==> src/aidsc_consts.vh <==
// Constants for the accessory sense decode and switch configuration block
`ifndef AIDSC_CONSTS_VH
`define AIDSC_CONSTS_VH
// Register offsets (word index on the plain register port)
`define AIDSC_REG_ADC       4'h0
`define AIDSC_REG_DEVTYPE   4'h1
`define AIDSC_REG_EVENT     4'h2
`define AIDSC_REG_CTRL      4'h3
`define AIDSC_REG_WAIT      4'h4
`define AIDSC_REG_SWITCH    4'h5
// Converter codes
`define AIDSC_CODE_OTG      5'h00
`define AIDSC_CODE_SENDEND  5'h01
`define AIDSC_CODE_BTN_LO   5'h02
`define AIDSC_CODE_BTN_HI   5'h0D
`define AIDSC_CODE_RSV_LO   5'h0E
`define AIDSC_CODE_RSV_HI   5'h12
`define AIDSC_CODE_AUDIO2   5'h13
`define AIDSC_CODE_PPD      5'h14
`define AIDSC_CODE_TTY      5'h15
`define AIDSC_CODE_SERIAL   5'h16
`define AIDSC_CODE_CHG1     5'h17
`define AIDSC_CODE_FUSB_OFF 5'h18
`define AIDSC_CODE_FUSB_ON  5'h19
`define AIDSC_CODE_AV       5'h1A
`define AIDSC_CODE_CHG2     5'h1B
`define AIDSC_CODE_FSER_OFF 5'h1C
`define AIDSC_CODE_FSER_ON  5'h1D
`define AIDSC_CODE_AUDIO1   5'h1E
`define AIDSC_CODE_OPEN     5'h1F
// Device type flag bits
`define AIDSC_DT_OTG        0
`define AIDSC_DT_AUDIO1     1
`define AIDSC_DT_AUDIO2     2
`define AIDSC_DT_PPD        3
`define AIDSC_DT_TTY        4
`define AIDSC_DT_SERIAL     5
`define AIDSC_DT_CHARGER    6
`define AIDSC_DT_FACTORY    7
`define AIDSC_DT_AV         8
`define AIDSC_DT_USB        9
`define AIDSC_DT_DEDCHG     10
`define AIDSC_DT_USBCHG     11
`define AIDSC_DT_RESERVED   12
// Event flag bits
`define AIDSC_EV_ATTACH     0
`define AIDSC_EV_DETACH     1
`define AIDSC_EV_BUTTON     2
`define AIDSC_EV_CHANGE     3
// Data-line routes
`define AIDSC_RT_OPEN       3'h0
`define AIDSC_RT_HOST       3'h1
`define AIDSC_RT_AUDIO      3'h2
`define AIDSC_RT_SERIAL     3'h3
`define AIDSC_RT_VIDEO      3'h4
`define AIDSC_RT_TTY        3'h5
// Sense pin routes
`define AIDSC_SN_MONITOR    2'h0
`define AIDSC_SN_BYPASS     2'h1
`define AIDSC_SN_VIDEO      2'h2
// Wait timer
`define AIDSC_WAIT_UNIT_US  10
`define AIDSC_WAIT_UNIT_CYC (`AIDSC_WAIT_UNIT_US * 50)
`define AIDSC_WAIT_RESET    8'h0A
`endif

==> src/aidsc_top.v <==
// Accessory sense decode, host report and switch configuration
`default_nettype none
// Functional notes
// - Watch sense code for attach and detach, report known type with interrupt.
// - Any change of sense code updates the converter value register.
// - Switch wait timer starts only after host reads the event register.
// - Code 0 OTG host, code 1 call-end key, codes 2-13 buttons 1-12.
// - Code 24 factory USB boot off, code 25 factory USB boot on.
// - Code 28 factory serial boot off, code 29 factory serial boot on.
// - Code 30 is type-1 audio, with remote or call-end only.
// - Code 31 open: USB, USB charger, dedicated charger or detach, told by charger detect.
// - Charger codes reported only while bus supply is valid.
// - Type-1 audio sets audio flag and configures audio switching.
// - Selector has host, audio, video, serial and teletype throws, under register control only in the configure state.
// - USB routes host pair, bypass, FET closed; chargers pull charge-rate low.
// - Audio, serial, teletype and video cable routes per accessory.
// - Factory cables drive power-up low, startup select per boot variant.
// - Non-factory: select low, power-up released; FET follows supply for some.
// - Unrouted sense pin keeps being converted; code change is a state change.
// - Video cable charge-rate released unless supply valid, then driven low.
// - Any detected charger pulls charge-rate low.
// - Factory cables configure at once, no acknowledge, no wait timer.
`include "aidsc_consts.vh"
module aidsc_top (
    input  wire        mclk_in,
    input  wire        rst_n_in,
    input  wire [4:0]  sense_code_in,
    input  wire        vbus_valid_in,
    input  wire        usb_charger_in,
    input  wire        ded_charger_in,
    input  wire [3:0]  reg_addr_in,
    input  wire [15:0] reg_wdata_in,
    input  wire        reg_wr_in,
    input  wire        reg_rd_in,
    output reg  [15:0] reg_rdata_out,
    output wire        irq_n_out,
    output reg  [2:0]  data_route_out,
    output reg  [1:0]  sense_route_out,
    output reg         voice_input_path_out,
    output reg         fet_closed_out,
    output reg         startup_select_out,
    output reg         factory_pwr_o_out,
    output reg         factory_pwr_oe_n_out,
    output reg         charge_rate_signal_o_out,
    output reg         charge_rate_signal_oe_n_out
);
    localparam [3:0] ST_IDLE = 4'b0001;
    localparam [3:0] ST_ACK  = 4'b0010;
    localparam [3:0] ST_WAIT = 4'b0100;
    localparam [3:0] ST_CONF = 4'b1000;

    // ************************************************
    // Input synchronisers
    // ************************************************
    reg [4:0] code_m_q, code_s_q, code_q;
    reg [2:0] lvl_m_q, lvl_s_q;
    wire      vbus_s  = lvl_s_q[0];
    wire      usbc_s  = lvl_s_q[1];
    wire      dedc_s  = lvl_s_q[2];
    always @(posedge mclk_in) begin
        code_m_q <= sense_code_in;
        code_s_q <= code_m_q;
        lvl_m_q  <= {ded_charger_in, usb_charger_in, vbus_valid_in};
        lvl_s_q  <= lvl_m_q;
    end

    // ************************************************
    // Code classification
    // ************************************************
    function [12:0] aidsc_classify;
        input [4:0] c;
        input       vb, uc, dc;
        reg   [12:0] t;
        begin
            t = 13'h0000;
            if (c == `AIDSC_CODE_OTG) t[`AIDSC_DT_OTG] = 1'b1;
            else if (c >= `AIDSC_CODE_RSV_LO && c <= `AIDSC_CODE_RSV_HI) t[`AIDSC_DT_RESERVED] = 1'b1;
            else case (c)
                `AIDSC_CODE_AUDIO2:   t[`AIDSC_DT_AUDIO2] = 1'b1;
                `AIDSC_CODE_PPD:      t[`AIDSC_DT_PPD]    = 1'b1;
                `AIDSC_CODE_TTY:      t[`AIDSC_DT_TTY]    = 1'b1;
                `AIDSC_CODE_SERIAL:   t[`AIDSC_DT_SERIAL] = 1'b1;
                `AIDSC_CODE_CHG1,
                `AIDSC_CODE_CHG2:     t[`AIDSC_DT_CHARGER] = vb;
                `AIDSC_CODE_FUSB_OFF,
                `AIDSC_CODE_FUSB_ON,
                `AIDSC_CODE_FSER_OFF,
                `AIDSC_CODE_FSER_ON:  t[`AIDSC_DT_FACTORY] = 1'b1;
                `AIDSC_CODE_AV:       t[`AIDSC_DT_AV]     = 1'b1;
                `AIDSC_CODE_AUDIO1:   t[`AIDSC_DT_AUDIO1] = 1'b1;
                `AIDSC_CODE_OPEN: begin
                    t[`AIDSC_DT_USBCHG] = vb & uc;
                    t[`AIDSC_DT_DEDCHG] = vb & dc & ~uc;
                    t[`AIDSC_DT_USB]    = vb & ~uc & ~dc;
                end
                default:              t = 13'h0000;
            endcase
            aidsc_classify = t;
        end
    endfunction

    // Charger detect levels only count on an open sense pin
    wire [12:0] type_now  = aidsc_classify(code_s_q, vbus_s, usbc_s, dedc_s);
    // Button codes are presses during audio, not a new accessory
    wire        is_button = (code_s_q >= `AIDSC_CODE_SENDEND) && (code_s_q <= `AIDSC_CODE_BTN_HI);
    wire        is_fact   = type_now[`AIDSC_DT_FACTORY];
    wire        attached  = |type_now;

    // ************************************************
    // Registers and detection sequence
    // ************************************************
    reg [3:0]  state_q;
    reg [12:0] dev_type_q;
    reg [3:0]  event_q;
    reg        irq_mask_q;
    reg        manual_q;
    reg [7:0]  wait_units_q;
    reg [2:0]  man_route_q;
    reg [7:0]  unit_cnt_q;
    reg [15:0] div_cnt_q;
    reg        changed_q;
    reg [2:0]  lvl_q;
    wire       rd_event = reg_rd_in && (reg_addr_in == `AIDSC_REG_EVENT);
    wire       unit_tick = (div_cnt_q == `AIDSC_WAIT_UNIT_CYC - 1);
    wire       code_chg  = (code_s_q != code_q);
    // Supply or charger change on a steady code can still change the type
    wire       lvl_chg   = (lvl_s_q != lvl_q) && (type_now != dev_type_q) && !is_button;
    wire [3:0] ev_set;

    // Detach needs a reported type; a charger code without supply raises only the change event
    assign ev_set[`AIDSC_EV_ATTACH] = changed_q && attached && !is_button;
    assign ev_set[`AIDSC_EV_DETACH] = changed_q && !attached && |dev_type_q && !is_button;
    assign ev_set[`AIDSC_EV_BUTTON] = changed_q && is_button;
    assign ev_set[`AIDSC_EV_CHANGE] = changed_q;
    // Level interrupt: stays low until the event register is read
    assign irq_n_out = ~(|event_q & ~irq_mask_q);

    always @(posedge mclk_in) begin
        if (!rst_n_in) begin
            code_q       <= `AIDSC_CODE_OPEN;
            changed_q    <= 1'b0;
            state_q      <= ST_IDLE;
            dev_type_q   <= 13'h0000;
            event_q      <= 4'h0;
            irq_mask_q   <= 1'b0;
            manual_q     <= 1'b0;
            wait_units_q <= `AIDSC_WAIT_RESET;
            man_route_q  <= `AIDSC_RT_OPEN;
            unit_cnt_q   <= 8'h00;
            div_cnt_q    <= 16'h0000;
            lvl_q        <= 3'h0;
        end else begin
            code_q    <= code_s_q;
            lvl_q     <= lvl_s_q;
            changed_q <= code_chg || lvl_chg;
            // Set beats the read-to-clear in the same cycle
            event_q   <= (rd_event ? 4'h0 : event_q) | ev_set;
            div_cnt_q <= unit_tick ? 16'h0000 : div_cnt_q + 16'h0001;
            if (changed_q && !is_button)
                dev_type_q <= type_now;
            if (reg_wr_in) begin
                case (reg_addr_in)
                    `AIDSC_REG_CTRL: begin
                        irq_mask_q <= reg_wdata_in[0];
                        manual_q   <= reg_wdata_in[1];
                    end
                    `AIDSC_REG_WAIT:   wait_units_q <= reg_wdata_in[7:0];
                    `AIDSC_REG_SWITCH: man_route_q  <= reg_wdata_in[2:0];
                    default: ;
                endcase
            end
            case (state_q)
                ST_IDLE: if (changed_q && attached && !is_button)
                    state_q <= is_fact ? ST_CONF : ST_ACK;
                ST_ACK: if (rd_event) begin
                    state_q    <= ST_WAIT;
                    unit_cnt_q <= 8'h00;
                end
                // Free-running tick: the first unit may be short by up to one unit
                ST_WAIT: if (unit_cnt_q >= wait_units_q) state_q <= ST_CONF;
                    else if (unit_tick) unit_cnt_q <= unit_cnt_q + 8'h01;
                ST_CONF: ;
                default: state_q <= ST_IDLE;
            endcase
            // New accessory or detach restarts the sequence
            if (changed_q && !is_button && state_q != ST_IDLE)
                state_q <= !attached ? ST_IDLE : (is_fact ? ST_CONF : ST_ACK);
        end
    end

    // ************************************************
    // Register read port
    // ************************************************
    // Read data stand one cycle after the strobe, zero otherwise
    always @(posedge mclk_in) begin
        if (!rst_n_in) begin
            reg_rdata_out <= 16'h0000;
        end else if (reg_rd_in) begin
            case (reg_addr_in)
                `AIDSC_REG_ADC:     reg_rdata_out <= {11'h000, code_q};
                `AIDSC_REG_DEVTYPE: reg_rdata_out <= {3'h0, dev_type_q};
                `AIDSC_REG_EVENT:   reg_rdata_out <= {12'h000, event_q};
                `AIDSC_REG_CTRL:    reg_rdata_out <= {10'h000, state_q, manual_q, irq_mask_q};
                `AIDSC_REG_WAIT:    reg_rdata_out <= {8'h00, wait_units_q};
                `AIDSC_REG_SWITCH:  reg_rdata_out <= {13'h0000, man_route_q};
                default:            reg_rdata_out <= 16'h0000;
            endcase
        end else begin
            reg_rdata_out <= 16'h0000;
        end
    end

    // ************************************************
    // Switch configuration outputs
    // ************************************************
    reg [2:0] rt_d;
    reg [1:0] sn_d;
    reg       mic_d, fet_d, sel_d, jig_d, chg_d;
    wire      conf = (state_q == ST_CONF);
    always @* begin
        rt_d  = `AIDSC_RT_OPEN;
        sn_d  = `AIDSC_SN_MONITOR;
        mic_d = 1'b0;
        fet_d = 1'b0;
        sel_d = 1'b0;
        jig_d = 1'b0;
        chg_d = 1'b0;
        if (conf) begin
            if (dev_type_q[`AIDSC_DT_AUDIO1]) begin
                rt_d = `AIDSC_RT_AUDIO;
                mic_d = 1'b1;
            end
            if (dev_type_q[`AIDSC_DT_AUDIO2]) begin
                rt_d = `AIDSC_RT_SERIAL;
                fet_d = 1'b1;
            end
            if (dev_type_q[`AIDSC_DT_TTY]) begin
                rt_d = `AIDSC_RT_TTY;
                mic_d = 1'b1;
            end
            if (dev_type_q[`AIDSC_DT_SERIAL]) begin
                rt_d = `AIDSC_RT_SERIAL;
                fet_d = vbus_s;
            end
            // Phone-powered device: supply path only closes after the wait
            if (dev_type_q[`AIDSC_DT_PPD]) begin
                rt_d = `AIDSC_RT_AUDIO;
                fet_d = 1'b1;
            end
            if (dev_type_q[`AIDSC_DT_AV]) begin
                rt_d = `AIDSC_RT_VIDEO;
                sn_d = `AIDSC_SN_VIDEO;
                fet_d = vbus_s;
                chg_d = vbus_s;
            end
            if (dev_type_q[`AIDSC_DT_USB] || dev_type_q[`AIDSC_DT_USBCHG] || dev_type_q[`AIDSC_DT_OTG]) begin
                rt_d = `AIDSC_RT_HOST;
                sn_d = `AIDSC_SN_BYPASS;
                fet_d = 1'b1;
            end
            if (dev_type_q[`AIDSC_DT_DEDCHG] || dev_type_q[`AIDSC_DT_CHARGER])
                fet_d = 1'b1;
            if (dev_type_q[`AIDSC_DT_USBCHG] || dev_type_q[`AIDSC_DT_DEDCHG] || dev_type_q[`AIDSC_DT_CHARGER])
                chg_d = 1'b1;
            if (dev_type_q[`AIDSC_DT_FACTORY]) begin
                jig_d = 1'b1;
                sel_d = code_q[0];
                rt_d  = code_q[2] ? `AIDSC_RT_SERIAL : `AIDSC_RT_HOST;
                fet_d = ~code_q[2];
            end
            if (manual_q)
                rt_d = man_route_q;
        end
    end

    // Open-drain pins: level fixed low, only the enable moves
    always @(posedge mclk_in) begin
        if (!rst_n_in) begin
            data_route_out              <= `AIDSC_RT_OPEN;
            sense_route_out             <= `AIDSC_SN_MONITOR;
            voice_input_path_out        <= 1'b0;
            fet_closed_out              <= 1'b0;
            startup_select_out          <= 1'b0;
            factory_pwr_o_out           <= 1'b0;
            factory_pwr_oe_n_out        <= 1'b1;
            charge_rate_signal_o_out    <= 1'b0;
            charge_rate_signal_oe_n_out <= 1'b1;
        end else begin
            data_route_out              <= rt_d;
            sense_route_out             <= sn_d;
            voice_input_path_out        <= mic_d;
            fet_closed_out              <= fet_d;
            startup_select_out          <= sel_d;
            factory_pwr_o_out           <= 1'b0;
            factory_pwr_oe_n_out        <= ~jig_d;
            charge_rate_signal_o_out    <= 1'b0;
            charge_rate_signal_oe_n_out <= ~chg_d;
        end
    end
endmodule
`default_nettype wire

==> config.mk <==
export PLATFORM = sky130hd
export DESIGN_NAME = aidsc_top
export DESIGN_NICKNAME = d
export VERILOG_FILES = /design/src/aidsc_top.v
export VERILOG_INCLUDE_DIRS = /design/src /design/src/src
export SDC_FILE = /design/constraint.sdc
export NUM_CORES = 1
export LEC_CHECK = 0
export BUFFER_PORTS_ARGS = -buffer_cell sky130_fd_sc_hd__buf_2
export CAP_MARGIN = 25
export CORE_UTILIZATION = 40
export CTS_CLUSTER_DIAMETER = 50
export DETAILED_ROUTE_END_ITERATION = 8
export GPL_ROUTABILITY_DRIVEN = 0
export PLACE_DENSITY = 0.56
export SYNTH_ARGS = -nofsm -noshare
export SYNTH_HDL_FRONTEND = slang
export SYNTH_SLANG_ARGS = --single-unit
==> constraint.sdc <==
create_clock -name mclk_in -period 3.4 [get_ports mclk_in]
set_input_delay 0.17 -clock mclk_in [delete_from_list [all_inputs] [get_ports mclk_in]]
set_output_delay 0.17 -clock mclk_in [all_outputs]
set_load 0.01 [all_outputs]
==> impl_metrics.json <==
{
  "violations": "DRC",
  "yosysTopAreaCell": "dfxtp_1",
  "critical_path.slowest_cell": "a2111oi_1",
  "hold_viol_final": 0,
  "wirelength_mm": 11.7,
  "nNetsFinal": 644,
  "ir_drop_uv": 331,
  "ys.flop_type": "dfxtp_1",
  "ys_seq_area_frac": 0.437,
  "wire_per_inst_um": 15.7,
  "io_pins": 61,
  "leakage_nw": 2.19,
  "final.min_clock_period_ns": 2.44,
  "drv_slew": 0,
  "clockBufferDepth": 2,
  "rows": 39,
  "areaGrowthSynthToFinish_pct": 14.6,
  "first_iter_violations": 377,
  "critPathLaunchType": "flop",
  "syn_area_um2": 4860,
  "htreeDepth": 3,
  "synth_top_area_frac": 0.437,
  "die_h_um": 112,
  "die_w_um": 112,
  "io_buffers": 47,
  "vias": 4036,
  "wl_met2_mm": 5.45,
  "tns_ns": 0,
  "cp.required_ns": 3.65,
  "synthTopCellsByCount": "dfxtp_1, nand2_1, nor2_1",
  "ant_nets": 0,
  "ys_ff_latch": 106,
  "fillers": 1121,
  "maxSlewHeadroom": 0.423,
  "dp.cells": 726,
  "grt_pass1_wl_mm": 19.8,
  "crit_fanout": 6,
  "die_area_um2": 12600,
  "overflow": 0,
  "tightestPinTransition_ns": 0.862,
  "antenna_found_initial": 0,
  "numCtsBuffers": 9,
  "rsz0062_at_grt": "no",
  "clk_pin_slew_ns": 0.06,
  "dp_hpwl_mm": 8.38,
  "min_path_cells": 3,
  "worst-setup-path-type": "flop to flop",
  "crit_chain": "inv_1 -> ha_1 -> nand2b_1 -> a2111oi_1 -> o21ai_1 -> a211o_1 -> mux2i_1 -> and2_1",
  "outcome": "finished with violations",
  "route.met3.wl_um": 637,
  "final_cells": 750,
  "regArea_um2": 2120,
  "async_reset_ff_frac": 0,
  "routed.top_layer": "met4",
  "synth_cell_types": 63,
  "maxCapViolations": 0,
  "synth_area_leaders": "dfxtp_1, nand2_1, nor2_1",
  "critPathMaxStageDelay_ns": 0.55,
  "hold_path.class": "input port to flop",
  "drive_above_1_share": 0.117,
  "syn_area_per_cell_um2": 8.69,
  "yosysMostFrequentCell": "dfxtp_1",
  "path_depth": 8,
  "cts_setup_buffers": 0,
  "synth_warnings": 0,
  "timing.critical_path.max_delay_family": "compound AO/OA/AOI/OAI gates",
  "arrival_ns": 2.69,
  "synth_edf_count": 0,
  "setup_viol": 0,
  "vias_per_cell": 5.38,
  "finClkSkew_ns": 0.00553,
  "initial_core_util": 0.418,
  "antenna_cells": 0,
  "end_kind": "flop",
  "grt_max_degree": 49,
  "grt_pass1_vias": 3882,
  "core_area_um2": 11600,
  "multi_input_area_um2": 2540,
  "track_usage": 0.200,
  "drtPass1Iterations": 7,
  "cellPowerDensity_nw_per_um2": 466,
  "tritoncts": "yes",
  "netlist_instances": 559,
  "fmax_mhz": 409,
  "drc_errors": 3,
  "fin_crit_sh": 0.719,
  "crit_buf_inv": 1,
  "cts.sinks": 106,
  "wl_met1_mm": 5.49,
  "clockRootBuffer": "clkbuf_16",
  "insertion_delay_ns": 0.35,
  "r2r_cells": 8
}
==> registers in the layout (all words and copies together), names as in the netlist, 2 cells and up <==
register,flops
wait_units_q,8
dev_type_q,13
data_route_out,3
sense_route_out,2
state_q,4
unit_cnt_q,8
reg_rdata_out,13
lvl_s_q,3
code_m_q,5
div_cnt_q,16
lvl_m_q,3
event_q,4
lvl_q,3
man_route_q,3
code_s_q,5
code_q,5
==> where the power goes <==
| group | total [mW] | leakage, nW | switching [mW] | internal (mW) |
|---|---|---|---|---|
| Sequential | 1.31 | 0.865 | 0.0359 | 1.27 |
| Clock | 1.12 | 0.151 | 0.465 | 0.651 |
| Combinational | 0.171 | 1.17 | 0.0963 | 0.0751 |
==> cell usage in the layout, fill, tap and decap left out, drive strengths merged, types with 5 or more instances in the layout <==
cell type	instances
a21boi	20
a21oi	14
a22oi	7
and2	15
and3	7
and4	5
buf	51
clkbuf	11
conb	5
dfxtp	106
dlygate4sd3	8
ha	10
inv	19
mux2i	12
nand2	56
nand2b	15
nand3	31
nand3b	5
nand4	12
nor2	55
nor2b	17
nor3	14
nor4	7
o21ai	19
xnor2	15
xor2	14
==> tightest hold or removal path, stage by stage <==
cell and delay [ns]:
buf_2 0.08, nand3_1 0.06, nand3_1 0.07
==> kinds of logic after synthesis <==
logic type	Yosys count	synth area share
buf+inv	48	0.0448
flops	106	0.437
xor+xnor	29	0.0523
other cells	1	0.000772
compound gates	95	0.138
mux	13	0.0270
fa+ha+maj	10	0.0258
simple gates	257	0.275
==> metrics by stage <==
step	setup WS (ns)	utilization	power, mW	area, µm²	hold slack (ns)
2_1_floorplan	1.32	-	1.45	4870	0.198
3_3_place_gp	1.08	0.445	1.50	5170	0.272
3_5_place_dp	1.08	0.445	1.50	5170	0.274
4_1_cts	0.959	0.479	2.62	5570	0.0617
5_1_grt	0.816	0.479	2.71	5570	0.0797
6_report	0.955	0.479	2.59	5570	0.0665
==> worst paths after layout <==
kind	from	to	slack, ns
setup / recovery	unit_cnt_q[0]$_SDFFE_PN0P_	unit_cnt_q[1]$_SDFFE_PN0P_	0.96
hold / removal	reg_wdata_in[3]	wait_units_q[3]$_SDFFE_PN1P_	0.07
setup reg to reg	unit_cnt_q[0]$_SDFFE_PN0P_	unit_cnt_q[1]$_SDFFE_PN0P_	0.96
hold reg to reg	code_m_q[0]$_DFF_P_	code_s_q[0]$_DFF_P_	0.33
==> metal layers <==
layer / global-route usage / vias to the layer above
met3: 0.0551 / 14
met4: 0.0569 / 0
li1: - / 2039
met2: 0.322 / 113
met5: 0 / -
met1: 0.264 / 1870
==> cell type report <==
type / instances / area share
Multi-Input combinational cell: 409 / 0.456
Sequential cell: 106 / 0.381
Clock inverter: 5 / 0.0153
Tap cell: 143 / 0.0321
Clock buffer: 11 / 0.0418
Inverter: 17 / 0.0115
Timing Repair Buffer: 59 / 0.0620
==> timing repair <==
action / in CTS / in global routing
hold buffers: 8 / 0
hold endpoints to repair: 8 / 0
resized for setup: 0 / 0
Power figures use the tool's default switching activity.
